<file path="src/omc_params.svh">
`ifndef OMC_PARAMS_SVH
`define OMC_PARAMS_SVH
// Register addresses
`define OMC_ADDR_SCC 3'h0
`define OMC_ADDR_FRC 3'h1
`define OMC_ADDR_FXC 3'h2
`define OMC_ADDR_SXC 3'h3
`define OMC_ADDR_IST 3'h4
`define OMC_ADDR_IMSK 3'h5
`define OMC_ADDR_STAT 3'h6
// System clock control fields
`define OMC_SEL_HI 7
`define OMC_SEL_LO 5
`define OMC_HF_SRC 3
`define OMC_LF_SRC 2
`define OMC_HF_KEEP 1
`define OMC_LF_KEEP 0
`define OMC_SEL_SLOW 3'h7
`define OMC_SCC_RSVD 4
// Oscillator control fields
`define OMC_STABLE 1
`define OMC_EN 0
`define OMC_FREQ_HI 3
`define OMC_FREQ_LO 2
`define OMC_DRIVE 2
`define OMC_FIXED_ONE 2
// Reset values
`define OMC_SCC_RST 8'h00
`define OMC_FRC_EN_RST 1'b1
`define OMC_FREQ_RST 2'h0
// Switch delay in current system clock periods
`define OMC_SWITCH_CNT 3'h4
// Interrupt event bits
`define OMC_EV_HALT 0
`define OMC_EV_WAKE 1
`define OMC_EV_SWITCH 2
`define OMC_EV_FRC 3
`define OMC_EV_FXC 4
`define OMC_EV_SXC 5
`define OMC_EV_W 6
// Synchroniser lanes
`define OMC_SY_FRC 0
`define OMC_SY_FXC 1
`define OMC_SY_SRC 2
`define OMC_SY_SXC 3
`define OMC_SY_FRC_RDY 4
`define OMC_SY_FXC_RDY 5
`define OMC_SY_SXC_RDY 6
`define OMC_SY_W 7
`endif

</file>
<file path="src/omc_pkg.sv">
package omc_pkg;
  // Operating states of the mode controller
  typedef enum logic [2:0] {
    MODE_RUN,
    MODE_SLEEP,
    MODE_IDLE_LOW_ONLY,
    MODE_IDLE_BOTH_CLOCKS,
    MODE_IDLE_HIGH_ONLY,
    MODE_WAKE
  } omc_mode_e;
endpackage : omc_pkg

</file>
<file path="src/omc_clock_ctrl.sv">
// Chosen here: strobed register access and the address map.
`timescale 1ns/1ps
`include "omc_params.svh"
// Contract
// - Fast mode divides hf_clk by one to 64
// - Select code picks divider or lf_clk
// - Code 111 runs CPU from lf_clk
// - Slow mode hf_clk follows oscillator enable
// - Halt, both keep bits low: sleep
// - Sleep keeps slow RC only with watchdog
// - Halt, low keep only: idle_low_only
// - Halt, both keep bits: idle_both_clocks
// - Halt, high keep only: idle_high_only
// - Bit 3 picks fast RC or crystal
// - Bit 2 picks slow RC or crystal
// - Bit 1 keeps fast oscillator in halt
// - Bit 0 keeps slow oscillator in halt
// - Control bits reset zero, bit 4 zero
// - Clock switch completes after bounded delay
// - Halt sets power-down, clears watchdog state
module omc_clock_ctrl #(
  parameter int DIV_W = 6
) (
  input wire logic i_clk,
  input wire logic i_rst_n,
  input wire logic [2:0] i_addr,
  input wire logic [7:0] i_wr_data,
  input wire logic i_wr_en,
  input wire logic i_rd_en,
  output logic [7:0] o_rd_data,
  input wire logic i_int_fast_rc_clk,
  input wire logic i_ext_fast_xtal_clk,
  input wire logic i_int_slow_rc_clk,
  input wire logic i_ext_slow_xtal_clk,
  input wire logic i_fast_rc_ready,
  input wire logic i_fast_xtal_ready,
  input wire logic i_slow_xtal_ready,
  input wire logic i_halt,
  input wire logic i_wake,
  input wire logic i_wdt_enable,
  input wire logic i_pd_flag_clear,
  output logic o_fast_rc_run,
  output logic o_fast_xtal_run,
  output logic o_slow_rc_run,
  output logic o_slow_xtal_run,
  output logic o_hf_clk_on,
  output logic o_lf_clk_on,
  output logic o_sys_clk_on,
  output logic o_sys_clk_en,
  output logic o_cpu_run,
  output logic o_power_down_flag,
  output logic o_wdt_clear,
  output logic o_irq
);

  // Divider mask: all ones below the chosen power of two
  function automatic logic [DIV_W-1:0] div_mask(input logic [2:0] sel);
    logic [DIV_W:0] one_hot;
    one_hot = '0;
    one_hot[sel] = 1'b1;
    div_mask = DIV_W'(one_hot - 1'b1);
  endfunction : div_mask

  //////////////////////////////////////////////////////////////////////////////
  // Input synchronisers and edge detectors

  logic [`OMC_SY_W-1:0] sync1_reg;
  logic [`OMC_SY_W-1:0] sync2_reg;
  logic [`OMC_SY_W-1:0] sync3_reg;
  logic [`OMC_SY_W-1:0] pin_raw;
  logic [`OMC_SY_W-1:0] pin_rise;

  assign pin_raw = {i_slow_xtal_ready, i_fast_xtal_ready, i_fast_rc_ready,
                    i_ext_slow_xtal_clk, i_int_slow_rc_clk, i_ext_fast_xtal_clk,
                    i_int_fast_rc_clk};
  assign pin_rise = sync2_reg & ~sync3_reg;

  // Oscillators are asynchronous, so two flops before any use
  always_ff @(posedge i_clk) begin
    if (!i_rst_n) begin
      sync1_reg <= '0;
      sync2_reg <= '0;
      sync3_reg <= '0;
    end else begin
      sync1_reg <= pin_raw;
      sync2_reg <= sync1_reg;
      sync3_reg <= sync2_reg;
    end
  end

  //////////////////////////////////////////////////////////////////////////////
  // Register file

  logic [7:0] scc_reg, scc_next;
  logic [1:0] frc_freq_reg, frc_freq_next;
  logic frc_en_reg, frc_en_next;
  logic fxc_drive_reg, fxc_drive_next;
  logic fxc_en_reg, fxc_en_next;
  logic sxc_en_reg, sxc_en_next;
  logic [`OMC_EV_W-1:0] imsk_reg, imsk_next;
  logic [7:0] rd_next;
  logic [`OMC_EV_W-1:0] ist_reg, ist_next;
  logic [`OMC_EV_W-1:0] events;
  logic frc_stable_reg, fxc_stable_reg, sxc_stable_reg;
  logic [2:0] act_sel_reg;
  logic act_hf_reg, act_lf_reg;
  logic pending;
  omc_pkg::omc_mode_e mode_reg;

  logic wr_scc, wr_frc, wr_fxc, wr_sxc;
  assign wr_scc = i_wr_en && i_addr == `OMC_ADDR_SCC;
  assign wr_frc = i_wr_en && i_addr == `OMC_ADDR_FRC;
  assign wr_fxc = i_wr_en && i_addr == `OMC_ADDR_FXC;
  assign wr_sxc = i_wr_en && i_addr == `OMC_ADDR_SXC;

  // Writes, read mux and sticky status; a new event beats the read clear
  always_comb begin
    scc_next = scc_reg;
    frc_freq_next = frc_freq_reg;
    frc_en_next = frc_en_reg;
    fxc_drive_next = fxc_drive_reg;
    fxc_en_next = fxc_en_reg;
    sxc_en_next = sxc_en_reg;
    imsk_next = imsk_reg;
    ist_next = ist_reg;
    rd_next = 8'h00;
    if (wr_scc) begin
      scc_next = i_wr_data;
      scc_next[`OMC_SCC_RSVD] = 1'b0;
    end
    if (wr_frc) begin
      frc_freq_next = i_wr_data[`OMC_FREQ_HI:`OMC_FREQ_LO];
      frc_en_next = i_wr_data[`OMC_EN];
    end
    if (wr_fxc) begin
      fxc_drive_next = i_wr_data[`OMC_DRIVE];
      fxc_en_next = i_wr_data[`OMC_EN];
    end
    if (wr_sxc) begin
      sxc_en_next = i_wr_data[`OMC_EN];
    end
    if (i_wr_en && i_addr == `OMC_ADDR_IMSK) begin
      imsk_next = i_wr_data[`OMC_EV_W-1:0];
    end
    if (i_rd_en) begin
      case (i_addr)
        `OMC_ADDR_SCC: rd_next = scc_reg;
        `OMC_ADDR_FRC: rd_next = {4'h0, frc_freq_reg, frc_stable_reg, frc_en_reg};
        `OMC_ADDR_FXC: rd_next = {5'h00, fxc_drive_reg, fxc_stable_reg, fxc_en_reg};
        `OMC_ADDR_SXC: rd_next = {6'h01, sxc_stable_reg, sxc_en_reg};
        `OMC_ADDR_IST: rd_next = {2'h0, ist_reg};
        `OMC_ADDR_IMSK: rd_next = {2'h0, imsk_reg};
        `OMC_ADDR_STAT: rd_next = {3'h0, pending, 1'b0, mode_reg};
        default: rd_next = 8'h00;
      endcase
      if (i_addr == `OMC_ADDR_IST) begin
        ist_next = '0;
      end
    end
    ist_next = ist_next | events;
  end

  always_ff @(posedge i_clk) begin
    if (!i_rst_n) begin
      scc_reg <= `OMC_SCC_RST;
      frc_freq_reg <= `OMC_FREQ_RST;
      frc_en_reg <= `OMC_FRC_EN_RST;
      fxc_drive_reg <= 1'b0;
      fxc_en_reg <= 1'b0;
      sxc_en_reg <= 1'b0;
      imsk_reg <= '0;
      ist_reg <= '0;
      o_rd_data <= 8'h00;
    end else begin
      scc_reg <= scc_next;
      frc_freq_reg <= frc_freq_next;
      frc_en_reg <= frc_en_next;
      fxc_drive_reg <= fxc_drive_next;
      fxc_en_reg <= fxc_en_next;
      sxc_en_reg <= sxc_en_next;
      imsk_reg <= imsk_next;
      ist_reg <= ist_next;
      o_rd_data <= rd_next;
    end
  end

  assign o_irq = |(ist_reg & imsk_reg);

  //////////////////////////////////////////////////////////////////////////////
  // Oscillator gating per operating mode

  logic hf_on, lf_on, int_slow_rc_on, sys_on;
  logic fast_sel;
  assign fast_sel = act_sel_reg != `OMC_SEL_SLOW;

  always_comb begin
    hf_on = 1'b0;
    lf_on = 1'b0;
    int_slow_rc_on = 1'b1;
    sys_on = 1'b0;
    case (mode_reg)
      omc_pkg::MODE_RUN, omc_pkg::MODE_WAKE: begin
        // Slow mode leaves hf_clk to the chosen oscillator's enable
        hf_on = fast_sel | (act_hf_reg ? fxc_en_reg : frc_en_reg);
        lf_on = 1'b1;
        sys_on = mode_reg == omc_pkg::MODE_RUN;
      end
      omc_pkg::MODE_SLEEP: begin
        int_slow_rc_on = i_wdt_enable;
      end
      omc_pkg::MODE_IDLE_LOW_ONLY: begin
        lf_on = 1'b1;
        sys_on = !fast_sel;
      end
      omc_pkg::MODE_IDLE_BOTH_CLOCKS: begin
        hf_on = 1'b1;
        lf_on = 1'b1;
        sys_on = 1'b1;
      end
      omc_pkg::MODE_IDLE_HIGH_ONLY: begin
        hf_on = 1'b1;
        sys_on = fast_sel;
      end
      default: begin
        hf_on = 1'b0;
      end
    endcase
  end

  // Picked oscillator runs; fast RC and slow crystal also run on their enable bits, slow RC outside sleep
  assign o_fast_rc_run = hf_on & (!act_hf_reg | frc_en_reg);
  assign o_fast_xtal_run = hf_on & act_hf_reg;
  assign o_slow_xtal_run = lf_on & (act_lf_reg | sxc_en_reg);
  assign o_slow_rc_run = int_slow_rc_on | (lf_on & !act_lf_reg);
  assign o_hf_clk_on = hf_on;
  assign o_lf_clk_on = lf_on;
  assign o_sys_clk_on = sys_on;
  assign o_cpu_run = mode_reg == omc_pkg::MODE_RUN;

  //////////////////////////////////////////////////////////////////////////////
  // Clock divider and system clock enable

  logic hf_tick, lf_tick, sys_tick;
  logic [DIV_W-1:0] div_reg, div_next;
  logic [DIV_W-1:0] mask;
  logic adopt;

  assign hf_tick = hf_on & (act_hf_reg ? pin_rise[`OMC_SY_FXC] : pin_rise[`OMC_SY_FRC]);
  assign lf_tick = lf_on & (act_lf_reg ? pin_rise[`OMC_SY_SXC] : pin_rise[`OMC_SY_SRC]);
  assign mask = div_mask(act_sel_reg);
  // One tick per 2^sel fast edges, or every slow edge for code 111
  assign sys_tick = fast_sel ? (hf_tick && (div_reg & mask) == mask) : lf_tick;
  assign o_sys_clk_en = sys_tick & sys_on;

  always_comb begin
    div_next = div_reg;
    if (adopt) begin
      div_next = '0;
    end else if (hf_tick) begin
      div_next = div_reg + 1'b1;
    end
  end

  always_ff @(posedge i_clk) begin
    if (!i_rst_n) begin
      div_reg <= '0;
    end else begin
      div_reg <= div_next;
    end
  end

  //////////////////////////////////////////////////////////////////////////////
  // Clock switch: hold the old source for four of its system periods

  logic [2:0] sw_cnt_reg, sw_cnt_next;
  logic [2:0] act_sel_next;
  logic act_hf_next, act_lf_next;

  assign pending = scc_reg[`OMC_SEL_HI:`OMC_SEL_LO] != act_sel_reg
                 || scc_reg[`OMC_HF_SRC] != act_hf_reg
                 || scc_reg[`OMC_LF_SRC] != act_lf_reg;
  assign adopt = pending && sw_cnt_reg == `OMC_SWITCH_CNT;

  always_comb begin
    sw_cnt_next = sw_cnt_reg;
    act_sel_next = act_sel_reg;
    act_hf_next = act_hf_reg;
    act_lf_next = act_lf_reg;
    if (!pending || adopt) begin
      sw_cnt_next = 3'h0;
    end else if (sys_tick) begin
      sw_cnt_next = sw_cnt_reg + 3'h1;
    end
    if (adopt) begin
      act_sel_next = scc_reg[`OMC_SEL_HI:`OMC_SEL_LO];
      act_hf_next = scc_reg[`OMC_HF_SRC];
      act_lf_next = scc_reg[`OMC_LF_SRC];
    end
  end

  always_ff @(posedge i_clk) begin
    if (!i_rst_n) begin
      sw_cnt_reg <= 3'h0;
      act_sel_reg <= 3'h0;
      act_hf_reg <= 1'b0;
      act_lf_reg <= 1'b0;
    end else begin
      sw_cnt_reg <= sw_cnt_next;
      act_sel_reg <= act_sel_next;
      act_hf_reg <= act_hf_next;
      act_lf_reg <= act_lf_next;
    end
  end

  //////////////////////////////////////////////////////////////////////////////
  // Oscillator stable flags: cleared on (re)start, set by the ready level

  logic frc_stable_next, fxc_stable_next, sxc_stable_next;
  logic frc_restart, fxc_restart, sxc_restart;

  assign frc_restart = wr_frc && ((!frc_en_reg && i_wr_data[`OMC_EN])
                     || frc_freq_reg != i_wr_data[`OMC_FREQ_HI:`OMC_FREQ_LO]);
  assign fxc_restart = wr_fxc && !fxc_en_reg && i_wr_data[`OMC_EN];
  assign sxc_restart = wr_sxc && !sxc_en_reg && i_wr_data[`OMC_EN];

  always_comb begin
    frc_stable_next = o_fast_rc_run & !frc_restart
                    & (frc_stable_reg | sync2_reg[`OMC_SY_FRC_RDY]);
    fxc_stable_next = o_fast_xtal_run & !fxc_restart
                    & (fxc_stable_reg | sync2_reg[`OMC_SY_FXC_RDY]);
    sxc_stable_next = o_slow_xtal_run & !sxc_restart
                    & (sxc_stable_reg | sync2_reg[`OMC_SY_SXC_RDY]);
  end

  always_ff @(posedge i_clk) begin
    if (!i_rst_n) begin
      frc_stable_reg <= 1'b0;
      fxc_stable_reg <= 1'b0;
      sxc_stable_reg <= 1'b0;
    end else begin
      frc_stable_reg <= frc_stable_next;
      fxc_stable_reg <= fxc_stable_next;
      sxc_stable_reg <= sxc_stable_next;
    end
  end

  //////////////////////////////////////////////////////////////////////////////
  // Operating mode machine

  omc_pkg::omc_mode_e mode_next;
  logic pd_next, wdt_clr_next;
  logic need_stable;

  // Wake waits for whichever source the current selection needs
  assign need_stable = fast_sel ? (act_hf_reg ? fxc_stable_reg : frc_stable_reg)
                                : (!act_lf_reg | sxc_stable_reg);

  always_comb begin
    mode_next = mode_reg;
    wdt_clr_next = 1'b0;
    pd_next = o_power_down_flag & !i_pd_flag_clear;
    case (mode_reg)
      omc_pkg::MODE_RUN: begin
        if (i_halt) begin
          pd_next = 1'b1;
          wdt_clr_next = 1'b1;
          case ({scc_reg[`OMC_HF_KEEP], scc_reg[`OMC_LF_KEEP]})
            2'h0: mode_next = omc_pkg::MODE_SLEEP;
            2'h1: mode_next = omc_pkg::MODE_IDLE_LOW_ONLY;
            2'h3: mode_next = omc_pkg::MODE_IDLE_BOTH_CLOCKS;
            default: mode_next = omc_pkg::MODE_IDLE_HIGH_ONLY;
          endcase
        end
      end
      omc_pkg::MODE_WAKE: begin
        if (need_stable) begin
          mode_next = omc_pkg::MODE_RUN;
        end
      end
      omc_pkg::MODE_SLEEP, omc_pkg::MODE_IDLE_LOW_ONLY,
      omc_pkg::MODE_IDLE_BOTH_CLOCKS, omc_pkg::MODE_IDLE_HIGH_ONLY: begin
        if (i_wake) begin
          mode_next = omc_pkg::MODE_WAKE;
        end
      end
      default: mode_next = omc_pkg::MODE_RUN;
    endcase
  end

  always_ff @(posedge i_clk) begin
    if (!i_rst_n) begin
      mode_reg <= omc_pkg::MODE_RUN;
      o_power_down_flag <= 1'b0;
      o_wdt_clear <= 1'b0;
    end else begin
      mode_reg <= mode_next;
      o_power_down_flag <= pd_next;
      o_wdt_clear <= wdt_clr_next;
    end
  end

  // Interrupt events, each a one-cycle pulse
  always_comb begin
    events = '0;
    events[`OMC_EV_HALT] = wdt_clr_next;
    events[`OMC_EV_WAKE] = mode_reg == omc_pkg::MODE_WAKE && need_stable;
    events[`OMC_EV_SWITCH] = adopt;
    events[`OMC_EV_FRC] = frc_stable_next & !frc_stable_reg;
    events[`OMC_EV_FXC] = fxc_stable_next & !fxc_stable_reg;
    events[`OMC_EV_SXC] = sxc_stable_next & !sxc_stable_reg;
  end

endmodule : omc_clock_ctrl

</file>
<file path="config.mk">
export PLATFORM = sky130hd
export DESIGN_NAME = omc_clock_ctrl
export DESIGN_NICKNAME = d
export VERILOG_FILES = /design/src/omc_pkg.sv /design/src/omc_clock_ctrl.sv
export VERILOG_INCLUDE_DIRS = /design/src /design/src/src
export SDC_FILE = /design/constraint.sdc
export NUM_CORES = 1
export LEC_CHECK = 0
export ABC_AREA = 1
export BUFFER_PORTS_ARGS = -buffer_cell sky130_fd_sc_hd__buf_4
export CAP_MARGIN = 5
export CORE_ASPECT_RATIO = 1.4
export CORE_MARGIN = 2
export CORE_UTILIZATION = 30
export CTS_CLUSTER_SIZE = 30
export DETAILED_ROUTE_END_ITERATION = 6
export GPL_TIMING_DRIVEN = 0
export PLACE_DENSITY = 0.57
export SYNTH_ARGS = -nofsm -noshare
export SYNTH_HDL_FRONTEND = slang
export SYNTH_SLANG_ARGS = --single-unit
</file>
<file path="constraint.sdc">
create_clock -name i_clk -period 1.6 [get_ports i_clk]
set_input_delay 0.08 -clock i_clk [delete_from_list [all_inputs] [get_ports i_clk]]
set_output_delay 0.08 -clock i_clk [all_outputs]
set_load 0.005 [all_outputs]
</file>
* Word level (Yosys, flattened, before mapping)
Index checks and enable logic that the tools add are counted.
** Storage, ports and cells
- Input bits :: 26
- Output and inout bits :: 20
- Word-level logic and storage cells :: 151
- Register bits :: 73
** Operators by class
- Bitwise logic cells :: 31
- Reduce and logical (&&, ||, !) cells :: 45
- Multiplexer cells :: 24
- Order comparisons :: 2
- $add $sub $neg :: 3
- Eq/ne operators :: 23
** Operators with widths (count)
- 8-bit one-hot mux with 7 select lines :: 1
- 3-bit == test, second input constant :: 6
- 3-bit one-hot mux with 3 select lines :: 2
- 1-bit bitwise AND :: 17
- 1-bit logical AND :: 15
- 1-bit logical NOT :: 14
- 1-bit two-way mux :: 13
- 6-bit bitwise AND :: 2
- 3-bit by 2-bit == test with 1-bit output, second input constant :: 4
- 6-bit two-way mux :: 2
- 3-bit two-way mux :: 3
- 1-bit bitwise OR :: 8
- 2-bit OR reduction :: 4
- 4-bit OR reduction :: 2
- 6-bit by 1-bit adder with 6-bit output, second input constant :: 1
- 3-bit by 1-bit == test with 1-bit output, second input constant :: 2
- 6-bit == test :: 1
- 3-bit logical NOT :: 2
- 2-bit inequality test, second input constant :: 3
- 6-bit bitwise OR :: 1
- 6-bit OR reduction :: 1
- 6-bit by 1-bit subtractor with 6-bit output, second input constant :: 1
- 4-bit bitwise AND :: 1
- 1-bit logical OR :: 4
- other kinds (17) :: 18

* Depth between registers and ports, before layout
- Word-level depth :: 10
- Mapped depth :: 12
- Mapped depth without buffers :: 12

* Worst setup path after synthesis
OpenSTA, ideal clock, no wires.
- Path type :: flip-flop to flip-flop
- From :: register mode_reg[2]
- To :: register div_reg[2]
- Buffers on the path :: 0
- Cell stages (with the launch flop) :: 9
- Clock period less this slack :: 1273 ps
- Data arrival time :: 1149 ps
- Library setup time :: 123 ps
- Slack :: 327 ps
- Data required time :: 1477 ps
- Cells stage by stage :: dfxtp_1 -> inv_1 -> nand2_1 -> nor2_1 -> nor2_2 -> nand2_4 -> nand2_4 -> o21ai_0 -> nor3b_2
** Between the ends
- Word-level cells in the longest chain between the ends :: 4
- Elaborated cells on any way between the ends :: 8
- Classes of those cells :: 3 x eq/ne; 1 x mux; 1 x bitwise; 3 x reduce/logical
** Ends and longest elaborated chain
- start, declared :: RTL line omc_clock_ctrl.sv:108 : omc_pkg::omc_mode_e mode_reg;
- start signal, assigned :: RTL line omc_clock_ctrl.sv:392 : mode_reg <= omc_pkg::MODE_RUN;
- start signal, assigned :: RTL line omc_clock_ctrl.sv:396 : mode_reg <= mode_next;
- 3-bit by 2-bit == test with 1-bit output, or another cell as far along :: RTL line omc_clock_ctrl.sv:201 : case (mode_reg)
- 2-bit OR reduction (on tied branches)
- 1-bit one-hot mux with 2 select lines * :: RTL line omc_clock_ctrl.sv:201
- named net o_hf_clk_on :: RTL line omc_clock_ctrl.sv:46 : output logic o_hf_clk_on,
- 1-bit bitwise AND * :: RTL line omc_clock_ctrl.sv:248 : assign hf_tick = hf_on & (act_hf_reg ? pin_rise[`OMC_SY_FXC] : pin_rise[`OMC_SY_FRC]);
- end signal, assigned :: RTL line omc_clock_ctrl.sv:268 : div_reg <= div_next;
- end, declared :: RTL line omc_clock_ctrl.sv:244 : logic [DIV_W-1:0] div_reg, div_next;
The timed path passes the listed nets; every way through them passes the cells marked *.
A chain may end at the register's enable or synchronous reset.

* Worst setup path after layout
- From :: register mode_reg[0]
- To :: output port o_sys_clk_en
** Between the ends
- Word-level cells in the longest chain between the ends :: 7
- Elaborated cells on any way between the ends :: 16
- Classes of those cells :: 4 x eq/ne; 4 x mux; 3 x bitwise; 5 x reduce/logical
** Ends and longest elaborated chain
- 3-bit by 2-bit == test with 1-bit output, or another cell as far along :: RTL line omc_clock_ctrl.sv:201
- 2-bit OR reduction (on tied branches)
- 1-bit one-hot mux with 2 select lines :: RTL line omc_clock_ctrl.sv:201
- 1-bit bitwise AND :: RTL line omc_clock_ctrl.sv:248
- 1-bit logical AND :: RTL line omc_clock_ctrl.sv:252 : assign sys_tick = fast_sel ? (hf_tick && (div_reg & mask) == mask) : lf_tick;
- 1-bit two-way mux :: RTL line omc_clock_ctrl.sv:252
- 1-bit bitwise AND * :: RTL line omc_clock_ctrl.sv:253 : assign o_sys_clk_en = sys_tick & sys_on;
- end, declared :: RTL line omc_clock_ctrl.sv:49 : output logic o_sys_clk_en,
Mark *: on every way between the ends. The rest lies on a longest branch, timed or not.

==> run metrics <==
Main synth FF type=dfxtp_1; Area growth syn-to-layout=34.9%; Setup crit end kind=output port; total CTS buffers=9; Post-Syn Area per Cell=7.21 um^2; die width=92.9 um; Rows=45; Crit Path Max Fanout=6; Final Wtd Congestion=0.906; layout cells sized above 1=23.7%; max_cap viols=0; Final Total Pwr=5.15 mW; number of global-route vias before repair=3018; largest area contributor in the netlist=dfxtp_1; RSZ-0062 raised after global routing=yes; antenna cells=0; post-DP HPWL=6.73 mm; Max H-tree Level=3; cell area after layout=4470 um^2; area share of the largest cell type after synthesis=44.1%; total grt overflow=0; post-route worst setup slack=-0.0557 ns; hold path start=i_wr_data[6]; post-route ant nets=0; final hold vios=0; final core utilization=41.4%; DR WL/cell=13.4 um; Lkg Pwr=2.02 nW; status=complete, but fails checks; first-pass GRT wire length=14.3 mm; metal3 WL=404 um; final setup vio count=2; initial antenna violation count=0; sequential fraction of the synthesis area=44.1%; Root Buffer=clkbuf_16; max-slew violations=0; failing checks=negative setup slack; synthesized cell area=3320 um^2; PD cells=1150 nW/um^2; most frequent cells after synthesis=nand2_1 (98), inv_1 (85), dfxtp_1 (73); routed via count=3198; Worst EP required=1.52 ns; 1st-iter DRT viols=182; period utilization=103%; post-synthesis cell count=460; Reg-to-Reg End=div_reg[1]$_SDFFE_PP0P_; DR top layer=met4; Distinct cells, synth=39; slew of the pin with the lowest slew margin=0.618 ns; die height=128 um; WL met1=3.69 mm; I/O Buffers=44; Worst Hold Class=input pin to register; DR vias/cell=4.66; clk sinks=73; Hold Crit Depth=3; crit path DAT=1.58 ns; placed cell area=3820 um^2; WL final=9.17 mm; # fillers=1139; synth warn=0; Total Nets Final=573; startpoint types=register; crit path time final=1.66 ns; Synth Register Bits=73; Peak VDD IR=692 uV; clock-pin slew on the worst setup and hold paths=0.05 ns; count leader, synth=nand2_1; clk buf depth=2; slack of the worst reg-to-reg path=0.06 ns; pin count of the biggest net entering global routing=13; FMAX=0.604 GHz; routed length on met2=4.80 mm; Initial Util=30.7%; total I/O pin count=46; Clock Latency Late Sink=0.33 ns; router iterations before antenna repair=5; depth of the most critical reg-to-reg path=10; Core Region=10800 um^2; Setup TNS Final=-0.0781 ns; Post-synth ARST share=0%; Global Route Usage Sum=15.6%; DRC=0; reg-to-reg startpoint=mode_reg[2]$_SDFFE_PN0P_; Slew HR=58.8%; critical setup path kind=register to output port; Largest Register=o_rd_data; Die ar.=11900 um^2; Hold Path End=scc_reg[6]$_SDFFE_PN0P_; dominant cells by area after synthesis=dfxtp_1 (44%), nand2_1 (11%), inv_1 (9.6%); Mapped Nets=492; number of synthesized flops with an enable pin=0; number of flip-flops in the largest register=8; CTS tree=yes; Final Skew=0.00421 ns
## worst max path at each step
stage | start | to | slack, ns | depth (start not counted)
after floorplan | mode_reg[2]$_SDFFE_PN0P_ | div_reg[2]$_SDFFE_PP0P_ | 0.33 | 8
after global placement | mode_reg[2]$_SDFFE_PN0P_ | o_sys_clk_en | -0.14 | 8
after detailed placement | mode_reg[2]$_SDFFE_PN0P_ | o_sys_clk_en | -0.13 | 8
after CTS | mode_reg[1]$_SDFFE_PN0P_ | o_sys_clk_en | -0.08 | 8
after global routing | div_reg[2]$_SDFFE_PP0P_ | o_sys_clk_en | -0.15 | 9
final | mode_reg[0]$_SDFFE_PN0P_ | o_sys_clk_en | -0.06 | 6
## worst max-delay path: stages, from the launching register on
cell     delay [ns]
dfxtp_4        0.38
nor3_4         0.22
nor2_2         0.11
a21oi_4        0.19
nand2_2        0.08
a21oi_2        0.13
buf_4          0.12
## area by class of cell
class / instances / area [um^2] / area share, %
tap: 141 / 176 / 3.94
sequential: 73 / 1490 / 33.4
multi-input combinational: 291 / 1590 / 35.4
clock inverter: 5 / 56.3 / 1.26
timing repair buffer: 70 / 548 / 12.3
buffer: 9 / 41.3 / 0.923
inverter: 87 / 334 / 7.47
clock buffer: 10 / 239 / 5.34
## per-layer routing
metal / track usage [%] / vias up
met5: 0 / -
met4: 7.87 / 0
met3: 3.16 / 21
met2: 29.0 / 83
met1: 16.6 / 1469
li1: - / 1625
## layout by cell type, fill, tap and decap left out, types with 2 or more instances in the layout
cell type	Yosys	layout
o21bai_1	2	2
nor2_1	27	23
xor2_1	5	5
a21oi_1	40	39
dfxtp_4	0	7
clkinv_2	0	2
or2_2	3	3
nand2_1	98	88
o21ai_2	0	2
dfxtp_2	0	4
clkbuf_16	0	9
ha_1	6	6
nor3_1	6	6
o211ai_1	4	4
nand2_4	2	4
o22ai_1	6	6
inv_1	85	81
nand2_2	2	10
dlygate4sd3_1	0	9
xnor2_1	3	3
o21ai_0	34	30
nand3_1	30	28
nor2_2	3	5
inv_2	1	3
buf_1	2	2
buf_4	0	61
clkbuf_1	6	6
a21oi_2	2	2
dfxtp_1	73	62
nor2_4	1	3
o21ai_1	2	4
nor4_1	2	2
## stage by stage
step,hold slack (ns),cells,setup WS (ns)
2_1_floorplan,0.178,460,0.327
3_3_place_gp,0.262,645,-0.144
3_5_place_dp,0.266,645,-0.129
4_1_cts,0.0248,679,-0.0770
5_1_grt,0.0445,686,-0.147
6_report,0.0421,686,-0.0557
## power by group
part	switching (mW)	internal, mW
clock	0.750	1.24
sequential	0.120	1.93
combinational	0.640	0.474
## repair_timing
item / 4_1_cts / 5_1_grt
setup endpoints to repair: 8 / 10
hold buffers: 9 / 0
resized for setup: 37 / 18
buffers inserted: 10 / 7
pin swaps: 11 / 10
hold endpoints to repair: 9 / 0
## cells by family (layout without fill, tap and decap cells)
group	count (synthesis)	in the layout	synth area share (%)
AO/OA/AOI/OAI	97	97	16.4
XOR/XNOR	8	8	2.11
adder cells (fa/ha/maj)	6	6	2.26
buffers and inverters	96	181	11.1
flip-flops	73	73	44.1
AND/OR/NAND/NOR	180	180	24.0
Power figures use the tool's default switching activity.
